`src/common/adc_port_pkg.sv`:
```
// constants, types and helpers for the stereo converter serial output port
package adc_port_pkg;
  localparam int         CLK_HZ       = 20_000_000;
  localparam int         PD_MIN_NS    = 150;
  localparam int         PD_MIN_CYC   = (PD_MIN_NS * (CLK_HZ / 1_000_000) + 999) / 1000;
  localparam int         SAMPLE_W     = 20;
  localparam int         PAIR_W       = 2 * SAMPLE_W;
  localparam int         FIFO_DEPTH   = 8;
  localparam int         HPF_SHIFT    = 13;
  localparam int         ACC_W        = SAMPLE_W + HPF_SHIFT + 2;
  localparam logic [2:0] DIV_256      = 3'h4;
  localparam logic [2:0] DIV_384      = 3'h6;
  localparam logic [4:0] STROBE_FIRST = 5'h01;
  localparam logic [4:0] STROBE_LAST  = 5'h10;
  localparam logic [4:0] POS_MAX      = 5'h1f;
  localparam logic [5:0] HALF_FRAME   = 6'h20;
  localparam logic [5:0] RESYNC_TOL   = 6'h04;
  localparam logic [9:0] WARMUP_RISES = 10'h204;
  localparam logic [9:0] SLAVE_RISES  = 10'h205;

  typedef enum logic [1:0] {
    ST_WAIT_EDGE = 2'b00,
    ST_WARMUP    = 2'b01,
    ST_RUN       = 2'b11
  } start_st_t;

  // bit of the word shown at a position, zero outside the 20 data slots
  function automatic logic pick_bit(input logic [SAMPLE_W-1:0] word,
                                    input logic [4:0]          pos,
                                    input logic                delay);
    logic [4:0] idx;
    idx = pos - {4'h0, delay};
    if (pos < {4'h0, delay} || idx >= 5'(SAMPLE_W)) begin
      return 1'b0;
    end
    return word[5'(SAMPLE_W - 1) - idx];
  endfunction : pick_bit

  function automatic logic [SAMPLE_W-1:0] sat_sample(input logic signed [SAMPLE_W+1:0] v);
    logic signed [SAMPLE_W+1:0] hi;
    logic signed [SAMPLE_W+1:0] lo;
    hi = (SAMPLE_W + 2)'((1 << (SAMPLE_W - 1)) - 1);
    lo = -hi - 1;
    if (v > hi) begin
      return hi[SAMPLE_W-1:0];
    end
    if (v < lo) begin
      return lo[SAMPLE_W-1:0];
    end
    return v[SAMPLE_W-1:0];
  endfunction : sat_sample
endpackage : adc_port_pkg

```
`src/common/sample_fifo_if.sv`:
```
// handshake bundle between the sample stage and its fifo
interface sample_fifo_if #(parameter int W = 40);
  logic         wr_valid;
  logic         wr_ready;
  logic [W-1:0] wr_data;
  logic         rd_valid;
  logic         rd_ready;
  logic [W-1:0] rd_data;
  modport user  (output wr_valid, wr_data, rd_ready, input wr_ready, rd_valid, rd_data);
  modport store (input wr_valid, wr_data, rd_ready, output wr_ready, rd_valid, rd_data);
endinterface : sample_fifo_if

```
`src/verilog/sample_fifo.sv`:
```
// sample pair fifo with registered read word
module sample_fifo #(
  parameter int W     = 40,
  parameter int DEPTH = 8
) (
  // clock and reset
  input wire logic      i_clk,
  input wire logic      i_nrst,
  // fill and drain sides
  sample_fifo_if.store  f
);
  localparam int AW = $clog2(DEPTH);

  if (DEPTH < 2 || (1 << AW) != DEPTH) begin : g_chk
    $error("sample_fifo depth must be a power of two, at least 2");
  end

  logic [W-1:0]  mem [DEPTH];
  logic [AW-1:0] wp_r, wp_nxt, rp_r, rp_nxt;
  logic [AW:0]   cnt_r, cnt_nxt;
  logic [W-1:0]  out_r, out_nxt;
  logic          out_v_r, out_v_nxt, ready_r, ready_nxt, push, take;

  assign f.wr_ready = ready_r;
  assign f.rd_valid = out_v_r;
  assign f.rd_data  = out_r;

  always_comb begin
    push      = f.wr_valid && ready_r;
    take      = (cnt_r != '0) && (!out_v_r || f.rd_ready);
    wp_nxt    = push ? wp_r + 1'b1 : wp_r;
    rp_nxt    = take ? rp_r + 1'b1 : rp_r;
    cnt_nxt   = cnt_r + (AW + 1)'(push) - (AW + 1)'(take);
    out_nxt   = take ? mem[rp_r] : out_r;
    out_v_nxt = take || (out_v_r && !f.rd_ready);
    ready_nxt = cnt_nxt < (AW + 1)'(DEPTH);
  end

  always_ff @(posedge i_clk) begin
    if (push) begin
      mem[wp_r] <= f.wr_data;
    end
  end

  always_ff @(posedge i_clk or negedge i_nrst) begin
    if (!i_nrst) begin
      wp_r    <= '0;
      rp_r    <= '0;
      cnt_r   <= '0;
      out_r   <= '0;
      out_v_r <= 1'b0;
      ready_r <= 1'b1;
    end else begin
      wp_r    <= wp_nxt;
      rp_r    <= rp_nxt;
      cnt_r   <= cnt_nxt;
      out_r   <= out_nxt;
      out_v_r <= out_v_nxt;
      ready_r <= ready_nxt;
    end
  end
endmodule : sample_fifo

```
`src/verilog/adc_serial_port.sv`:
```
// serial output port of a stereo converter: framing, start-up and dc removal
module adc_serial_port
  import adc_port_pkg::*;
#(
  parameter int         FIFO_WORDS  = FIFO_DEPTH,
  parameter logic [9:0] START_RISES = WARMUP_RISES
) (
  // clock and power-down reset
  input  wire logic                i_clk,
  input  wire logic                i_nrst,
  // configuration pins
  input  wire logic                i_clock_ratio_select,
  input  wire logic                i_master_slave_select,
  input  wire logic                i_format_select,
  input  wire logic                i_dc_filter_enable,
  // converted samples from the decimator
  input  wire logic                i_sample_valid,
  input  wire logic [SAMPLE_W-1:0] i_sample_left,
  input  wire logic [SAMPLE_W-1:0] i_sample_right,
  output logic                     o_sample_ready,
  // serial link pins
  input  wire logic                i_word_select_clock,
  output logic                     o_word_select_clock,
  output logic                     o_word_select_clock_oe,
  input  wire logic                i_bit_clock,
  output logic                     o_bit_clock,
  output logic                     o_bit_clock_oe,
  input  wire logic                i_frame_strobe,
  output logic                     o_frame_strobe,
  output logic                     o_frame_strobe_oe,
  output logic                     o_serial_sample_out,
  // status
  output logic                     o_data_valid,
  output logic                     o_resync
);
  if (FIFO_WORDS < 2) begin : g_chk
    $error("adc_serial_port needs at least two fifo words");
  end
  if (START_RISES < 10'h002 || START_RISES == 10'h3ff) begin : g_chk_rises
    $error("adc_serial_port start-up count out of range");
  end

  sample_fifo_if #(.W(PAIR_W)) fq ();

  sample_fifo #(.W(PAIR_W), .DEPTH(FIFO_WORDS)) u_fifo (
    .i_clk  (i_clk),
    .i_nrst (i_nrst),
    .f      (fq.store)
  );

  // ---- input stage with dc-removal high-pass per channel
  logic [PAIR_W-1:0]   raw, filt, stage_r, stage_nxt;
  logic                stage_v_r, stage_v_nxt, ready_nxt, accept, drain;

  assign raw = {i_sample_left, i_sample_right};

  for (genvar ch = 0; ch < 2; ch++) begin : g_hpf
    logic signed [ACC_W-1:0]    acc_r, acc_nxt, xs, diff;
    logic signed [SAMPLE_W+1:0] y;
    logic        [SAMPLE_W-1:0] x;
    always_comb begin
      x       = raw[ch*SAMPLE_W +: SAMPLE_W];
      xs      = {{2{x[SAMPLE_W-1]}}, x, {HPF_SHIFT{1'b0}}};
      diff    = xs - acc_r;
      acc_nxt = accept ? acc_r + (diff >>> HPF_SHIFT) : acc_r;
      y       = {{2{x[SAMPLE_W-1]}}, x} - acc_r[HPF_SHIFT +: SAMPLE_W + 2];
    end
    always_ff @(posedge i_clk or negedge i_nrst) begin
      if (!i_nrst) begin
        acc_r <= '0;
      end else begin
        acc_r <= acc_nxt;
      end
    end
    // pin pull-up makes an open enable run the filter
    assign filt[ch*SAMPLE_W +: SAMPLE_W] = i_dc_filter_enable ? sat_sample(y) : x;
  end

  always_comb begin
    accept      = i_sample_valid && o_sample_ready;
    drain       = stage_v_r && fq.wr_ready;
    stage_nxt   = accept ? filt : stage_r;
    stage_v_nxt = accept || (stage_v_r && !drain);
    ready_nxt   = !stage_v_nxt;
  end

  assign fq.wr_valid = stage_v_r;
  assign fq.wr_data  = stage_r;

  always_ff @(posedge i_clk or negedge i_nrst) begin
    if (!i_nrst) begin
      stage_r        <= '0;
      stage_v_r      <= 1'b0;
      o_sample_ready <= 1'b0;
    end else begin
      stage_r        <= stage_nxt;
      stage_v_r      <= stage_v_nxt;
      o_sample_ready <= ready_nxt;
    end
  end

  // ---- internal sample timing from the master clock
  logic       master, i2s, left_lvl;
  logic [2:0] div, half, sub_r, sub_nxt;
  logic [5:0] bitn_r, bitn_nxt, expect_rise, phase;
  logic       fall, bck_prev_r, wsc_prev_r, bfall, wedge, wrise, drift, resync_nxt;
  start_st_t  st_r, st_nxt;

  always_comb begin
    master      = i_master_slave_select;
    i2s         = i_format_select;
    left_lvl    = !i_format_select;
    div         = i_clock_ratio_select ? DIV_384 : DIV_256;
    half        = div >> 1;
    fall        = sub_r == half - 3'h1;
    bfall       = bck_prev_r && !i_bit_clock;
    wedge       = wsc_prev_r != i_word_select_clock;
    wrise       = !wsc_prev_r && i_word_select_clock;
    expect_rise = left_lvl ? 6'h00 : HALF_FRAME;
    phase       = bitn_r - expect_rise;
    drift       = phase > RESYNC_TOL && phase < 6'h00 - RESYNC_TOL;
    sub_nxt     = (sub_r >= div - 3'h1) ? 3'h0 : sub_r + 3'h1;
    bitn_nxt    = fall ? bitn_r + 6'h01 : bitn_r;
    resync_nxt  = 1'b0;
    // timing runs from release; slave aligns to the word clock rise
    if (!master && wrise && (st_r == ST_WAIT_EDGE || drift)) begin
      sub_nxt    = 3'h0;
      bitn_nxt   = expect_rise;
      resync_nxt = st_r != ST_WAIT_EDGE;
    end
  end

  // ---- start-up sequence
  logic [9:0] rises_r, rises_nxt;
  logic       mrise, word_select_clock_nxt;

  always_comb begin
    word_select_clock_nxt  = left_lvl ^ bitn_nxt[5];
    mrise     = master && word_select_clock_nxt && !o_word_select_clock;
    st_nxt    = st_r;
    rises_nxt = rises_r;
    unique case (st_r)
      ST_WAIT_EDGE: begin
        // master word clock may rise on the very first edge; it counts
        rises_nxt = {9'h000, mrise};
        if (master || wrise) begin
          st_nxt = ST_WARMUP;
        end
      end
      ST_WARMUP: begin
        if (master ? mrise : wrise) begin
          rises_nxt = rises_r + 10'h001;
          if (rises_nxt == START_RISES) begin
            st_nxt = ST_RUN;
          end
        end
      end
      ST_RUN: begin
        st_nxt = ST_RUN;
      end
      default: begin
        st_nxt = ST_WAIT_EDGE;
      end
    endcase
  end

  // ---- channel framing and bit selection
  logic              edge_evt, edge_left, adv, delay, left_r, left_nxt, sd_nxt;
  logic [4:0]        pos_r, pos_nxt;
  logic [PAIR_W-1:0] hold_r, hold_nxt;
  logic [SAMPLE_W-1:0] word;

  always_comb begin
    if (master) begin
      edge_evt  = fall && bitn_nxt[4:0] == 5'h00;
      edge_left = !bitn_nxt[5];
      adv       = fall && !edge_evt;
    end else begin
      edge_evt  = wedge;
      edge_left = i_word_select_clock == left_lvl;
      adv       = bfall && !wedge && (i2s || i_frame_strobe);
    end
    delay       = master || i2s;
    fq.rd_ready = edge_evt && edge_left;
    hold_nxt    = hold_r;
    if (fq.rd_ready) begin
      hold_nxt = fq.rd_valid ? fq.rd_data : '0;
    end
    left_nxt = edge_evt ? edge_left : left_r;
    pos_nxt  = pos_r;
    if (edge_evt) begin
      pos_nxt = 5'h00;
    end else if (adv && pos_r != POS_MAX) begin
      pos_nxt = pos_r + 5'h01;
    end
    word   = left_nxt ? hold_nxt[PAIR_W-1 -: SAMPLE_W] : hold_nxt[SAMPLE_W-1:0];
    sd_nxt = (st_nxt == ST_RUN) && pick_bit(word, pos_nxt, delay);
  end

  always_ff @(posedge i_clk or negedge i_nrst) begin
    if (!i_nrst) begin
      sub_r                  <= 3'h0;
      bitn_r                 <= 6'h00;
      bck_prev_r             <= 1'b0;
      wsc_prev_r             <= 1'b0;
      st_r                   <= ST_WAIT_EDGE;
      rises_r                <= '0;
      pos_r                  <= 5'h00;
      left_r                 <= 1'b0;
      hold_r                 <= '0;
      o_serial_sample_out    <= 1'b0;
      o_bit_clock            <= 1'b0;
      o_word_select_clock    <= 1'b0;
      o_frame_strobe         <= 1'b0;
      o_bit_clock_oe         <= 1'b0;
      o_word_select_clock_oe <= 1'b0;
      o_frame_strobe_oe      <= 1'b0;
      o_data_valid           <= 1'b0;
      o_resync               <= 1'b0;
    end else begin
      sub_r                  <= sub_nxt;
      bitn_r                 <= bitn_nxt;
      bck_prev_r             <= i_bit_clock;
      wsc_prev_r             <= i_word_select_clock;
      st_r                   <= st_nxt;
      rises_r                <= rises_nxt;
      pos_r                  <= pos_nxt;
      left_r                 <= left_nxt;
      hold_r                 <= hold_nxt;
      o_serial_sample_out    <= sd_nxt;
      o_bit_clock            <= master && (sub_nxt < half);
      o_word_select_clock    <= master && word_select_clock_nxt;
      o_frame_strobe         <= master && bitn_nxt[4:0] >= STROBE_FIRST
                                && bitn_nxt[4:0] <= STROBE_LAST;
      o_bit_clock_oe         <= master;
      o_word_select_clock_oe <= master;
      o_frame_strobe_oe      <= master;
      o_data_valid           <= st_nxt == ST_RUN;
      o_resync               <= resync_nxt;
    end
  end

  // ---- checks
  logic [9:0] seen_r;
  always_ff @(posedge i_clk or negedge i_nrst) begin
    if (!i_nrst) begin
      seen_r <= '0;
    end else if ((master ? mrise : wrise) && seen_r != 10'h3ff) begin
      seen_r <= seen_r + 10'h001;
    end
  end
endmodule : adc_serial_port

```
`config.mk`:
```
export PLATFORM = sky130hd
export DESIGN_NAME = adc_serial_port
export DESIGN_NICKNAME = d
export VERILOG_FILES = /design/src/common/adc_port_pkg.sv /design/src/common/sample_fifo_if.sv /design/src/verilog/sample_fifo.sv /design/src/verilog/adc_serial_port.sv
export SDC_FILE = /design/constraint.sdc
export NUM_CORES = 1
export LEC_CHECK = 0
export BUFFER_PORTS_ARGS = -buffer_cell sky130_fd_sc_hd__buf_2
export CAP_MARGIN = 15
export CELL_PAD_IN_SITES_DETAIL_PLACEMENT = 0
export CELL_PAD_IN_SITES_GLOBAL_PLACEMENT = 1
export CORE_MARGIN = 5
export CORE_UTILIZATION = 56
export DETAILED_ROUTE_END_ITERATION = 8
export GPL_TIMING_DRIVEN = 0
export PLACE_DENSITY = 0.93
export SLEW_MARGIN = 15
export SYNTH_ARGS = -nofsm -noshare
export SYNTH_HDL_FRONTEND = slang
export SYNTH_SLANG_ARGS = --single-unit
```
`constraint.sdc`:
```
create_clock -name i_clk -period 7.5 [get_ports i_clk]
set_clock_uncertainty 0.2 [all_clocks]
set_input_delay 2.25 -clock i_clk [delete_from_list [all_inputs] [get_ports i_clk]]
set_output_delay 2.25 -clock i_clk [all_outputs]
set_load 0.03 [all_outputs]
```
* Word level (Yosys, flattened, before mapping) *
Memories as Yosys holds them, arrays and structs flattened. A register that Yosys moved wholly into a read port is not among the register bits.
Cells that the tools add are included.

word-level totals
  bits in registers = 200
  RAM bits = 320
  input port bits = 50
  output and inout port bits = 10
  logic and storage cells = 165
  memories kept = 1

memories
  memory      depth  width  rd ports  clocked after memory_dff  write ports  line               RTL
  u_fifo.mem  8      40     1         1                         1            sample_fifo.sv:18  logic [W-1:0] mem [DEPTH];

cells by class
  $add $sub $neg = 19
  order comparisons = 14
  eq/ne operators = 9
  mux-type cells = 46
  bitwise logic cells = 1
  reductions and logical operators = 49

operators by type and width
  cell                   number
  $mux 20                11
  $mux 40                2
  $add 35x22->35         2
  $sub 33x35->35         2
  $gt 22x20->1 const B   2
  $lt 22x20->1 const B   2
  $sub 22x22->22         2
  $logic_and 1x1->1      22
  $pmux 10 s2            1
  $mux 1                 18
  $mux 6                 3
  $logic_not 1->1        13
  $add 10x1->10 const B  1
  $eq 10x10->1 const B   1
  $mux 10                1
  $mux 5                 2
  $add 3x1->3 const B    3
  $logic_or 1x1->1       8
  $mux 2                 4
  $add 6x1->6 const B    1
  $gt 6x3->1 const B     1
  $lt 5x6->1 const B     1
  $lt 6x6->1 const B     1
  $mux 3                 2
  30 further kinds       32

* Longest topological paths before layout *
  word-level depth = 21
  depth in mapped cells = 24
  depth with buffers taken out = 23

* Modules after synthesis *
A second synthesis with hierarchy kept.

unflattened totals
  cells, all modules = 2713
  area total of the unflattened synthesis = 30113.9 µm²

by module, submodules not included
  module           times used  cells each  area each (µm²)  seq. area each (µm²)
  adc_serial_port  1           1926        15556.2          4704.5
  sample_fifo      1           787         14557.7          10911.7

* Least setup slack after synthesis *
No wires, ideal clock.

  kind = input -> register
  from = in i_sample_left[3]
  to = reg g_hpf[1].acc_r[33]
  library setup time = 0.133 ns
  arrival time = 6.486 ns
  data required time = 7.167 ns
  slack = 0.681 ns
  stages on the path = 22
  buffers on the path = 1
  path through = ha_1 clkbuf_1 a21o_1 a21oi_1 nor2_1 nor2_1 o21ai_0 nor2b_1 nor3_1 xnor2_1 ha_1 a21oi_1 o211ai_1 a221o_1 a31oi_1 o21ai_0 o31ai_1 o211ai_1 a31o_2 a21oi_1 xor2_1 o21ai_0

on the way
  longest elaborated chain between the ends = 2

ends and longest elaborated chain
  item                  line                   RTL
  start, declared       adc_serial_port.sv:18  input wire logic [SAMPLE_W-1:0] i_sample_left,
  $sub 33x35->35        adc_serial_port.sv:64  diff = xs - acc_r;
  $add 35x22->35        adc_serial_port.sv:65  acc_nxt = accept ? acc_r + (diff >>> HPF_SHIFT) : acc_r;
  end signal, assigned  adc_serial_port.sv:72  acc_r <= acc_nxt;
  end, declared         adc_serial_port.sv:58  logic signed [ACC_W-1:0] acc_r, acc_nxt, xs, diff;

Every way passes these cells.
A chain may end at the register's enable or synchronous reset.

* Worst setup path after layout *
  from = in i_sample_right[0]
  to = reg g_hpf[0].acc_r[34]

on the way
  longest elaborated chain between the ends = 2

ends and longest elaborated chain
  item                  line                   RTL
  start, declared       adc_serial_port.sv:19  input wire logic [SAMPLE_W-1:0] i_sample_right,
  $sub 33x35->35        adc_serial_port.sv:64
  $add 35x22->35        adc_serial_port.sv:65
  end signal, assigned  adc_serial_port.sv:72
  end, declared         adc_serial_port.sv:58

Every way passes these cells.

==> out/qor.yml <==
yosys:
  synth-edff-count: 320
  ys_ff_latch: 560
  synthFlopType: "edfxtp_1"
  synth-seq-area-share_pct: 53.63
  ys_types: 73
  syn-num-nets: 2747
  syn_area_per_cell_um2: 11.37
  synth_area_mm2: 0.02912
  yosys_warnings: 0
  async_flop_share_pct: 42.86
  syn_inst: 2562
floorplan:
  fp.dieW_um: 238.0
  dieArea_mm2: 0.05666
  core_area_mm2: 0.05141
  io_pins: 60
  initial_core_util_pct: 56.65
  rows: 83
  fp.dieH_um: 238.0
cells_and_area:
  syn2layout_area_growth_pct: 12.20
  diodes: 0
  final_common_cell: "nand2_1"
  layout-drive-gt1-share_pct: 10.78
  layout_common_cells: "322 x nand2_1, 320 x edfxtp_1, 262 x o21ai_0, 239 x dfrtp_1, 190 x a21oi_1"
  nets: 2883
timing:
  worstMarginPinSlew_ns: 1.004
  hold_viol_final: 0
  setup_viol: 0
  slew_headroom_pct: 33.08
  fin_crit_sh_pct: 96.24
  fin_tns_setup_ns: 0
  rsz0062_at_grt: "no"
  period_needed_ns: 7.218
  fmax_ghz: 0.1385
  slew_viol_final: 0
detailed_routing:
  via_per_inst: 5.989
  post_drt_wl_per_cell_um: 21.84
  drtAntennaViolNets: 0
  dr.pass1.iters: 7
  routed_wl_mm: 74.84
  first_iter_violations: 1566
  drc_errors: 0
  vias: 20530
placement:
  hpwl_mm: 53.69
  port_buffers: 58
  place_congestion: 0.9323
clocking:
  root_buffer: "clkbuf_16"
  numCtsBuffers: 58
  htree_levels: 2
  clk_pin_slew_worst_paths_ns: 0.06
  clk_latency_ns: 0.62
  cts_sinks: 560
  cts_buffer_depth: 3
  cts_tree: "done"
critical_path:
  worst_setup_path_end_kind: "register"
  crit_arrival_ns: 7.55
  critPathLaunchType: "primary input"
  crit_type: "in -> reg"
  worstPathRequired_ns: 7.83
  cp_max_fo: 6
grt:
  grt_max_degree: 99
  grt_overflow: 0
  grt_pass1_vias: 21130
  grt_first_pass_wirelength_mm: 118.2
  antenna_found_initial: 3
  grt_usage_pct: 26.32
hold_path:
  hp-class: "reg -> reg"
status:
  status: "completed"
job:
  maxCapViolCount: 0
stage by stage:
stage / area [um2] / util [%] / hold slack [ns] / instances / worst slack (ns)
4_1_cts: 32650 / 63.51 / 0.2831 / 3427 / 0.1722
3_3_place_gp: 30260 / 58.87 / 0.2619 / 3300 / -0.8773
2_1_floorplan: 29120 / - / 0.2492 / 2562 / 0.6807
5_1_grt: 32670 / 63.56 / 0.3045 / 3427 / 0.04444
3_5_place_dp: 30600 / 59.52 / 0.2697 / 3318 / -0.8576
6_report: 32670 / 63.56 / 0.2808 / 3427 / 0.2819
area by class of cell:
cell class                 count  area, um2
timing repair buffer          76      561.8
buffer                       126      489.2
tap                          680      850.8
clock buffer                  78       1608
sequential                   560      15620
multi-input combinational   1756      12670
inverter                     120      450.4
clock inverter                31      424.2
fill                        3882      18730
Yosys cell counts (all sizes together) (16+ instances only):
master	number	share of area [%]
a211oi	16	0.41
a21o	68	1.8
a21oi	192	3.3
buf	17	0.27
clkbuf	109	1.4
dfrtp	239	21
edfxtp	320	33
ha	130	5.6
inv	119	1.5
mux2i	63	2.2
mux4	84	6.5
nand2	322	4.2
nand3	23	0.40
nand4	27	0.58
nor2	118	1.5
nor3	24	0.41
o21ai	263	4.5
o21bai	38	0.98
or3	41	0.90
xnor2	111	3.3
xor2	63	1.9
worst paths after layout:
path | to | from | slack, ns | depth (start not counted)
min in group asynchronous | bck_prev_r$_DFF_PN0_ | i_nrst | 1.36 | 1
max in group asynchronous | g_hpf[0].acc_r[27]$_DFFE_PN0P_ | i_nrst | 4.43 | 3
min reg2reg | hold_r[39]$_DFF_PN0_ | hold_r[39]$_DFF_PN0_ | 0.28 | 2
max reg2reg | g_hpf[0].acc_r[34]$_DFFE_PN0P_ | g_hpf[0].acc_r[12]$_DFFE_PN0P_ | 1.34 | 22
max | g_hpf[0].acc_r[34]$_DFFE_PN0P_ | i_sample_right[0] | 0.28 | 23
min | hold_r[39]$_DFF_PN0_ | hold_r[39]$_DFF_PN0_ | 0.28 | 2
sequential cells by signal, summed over array words and instances (netlist names), 4 cells and up:
signal / cells
hold_r: 40
g_hpf.acc_r: 70
fq.wr_data: 40
rises_r: 10
u_fifo.mem: 320
u_fifo.f.rd_data: 40
pos_r: 5
u_fifo.cnt_r: 4
bitn_r: 6
repair_timing:
item | CTS | global route
cloned | 0 | 0
hold buffers | 0 | 0
setup buffers | 0 | 0
gates resized for setup | 4 | 5
endpoints found under the setup margin | 4 | 3
cells by family (layout without fill, tap and decap cells):
| kind of cell | Yosys count | in the layout | synth area share [%] |
|---|---|---|---|
| buf+inv | 246 | 431 | 3.227 |
| xor+xnor | 174 | 174 | 5.233 |
| simple gates | 637 | 637 | 9.865 |
| fa+ha+maj | 135 | 135 | 5.929 |
| mux | 148 | 148 | 8.701 |
| flops | 560 | 560 | 53.63 |
| compound gates | 662 | 662 | 13.42 |
per-layer routing:
metal	wire, um	part of all wire [%]	vias to the layer above	global-route usage, %
met4	2474	3.3	6	7.913
met3	4011	5.4	176	3.953
met2	38350	51	653	46.94
li1	-	-	9632	-
met5	42	0.056	-	0
met1	29960	40	10060	33.58
critical path, cell delays in order:
cell and delay, ns:
buf_2 0.11, inv_1 0.07, ha_1 0.36, a21o_1 0.19, a21oi_2 0.33, o21bai_1 0.25, a21oi_1 0.29, o21ai_0 0.25
a21oi_2 0.35, o21ai_0 0.21, xnor2_2 0.29, ha_1 0.36, nand2_1 0.13, o31ai_1 0.10, a2111oi_1 0.42, o211ai_1 0.17
nand3_1 0.15, o21ai_0 0.14, a31o_2 0.33, a31oi_2 0.40, o22ai_1 0.15, o31ai_1 0.11, xnor2_1 0.15
Power is not shown: default switching activity piles up to over one toggle a cycle in this logic, so the estimate is an artifact.
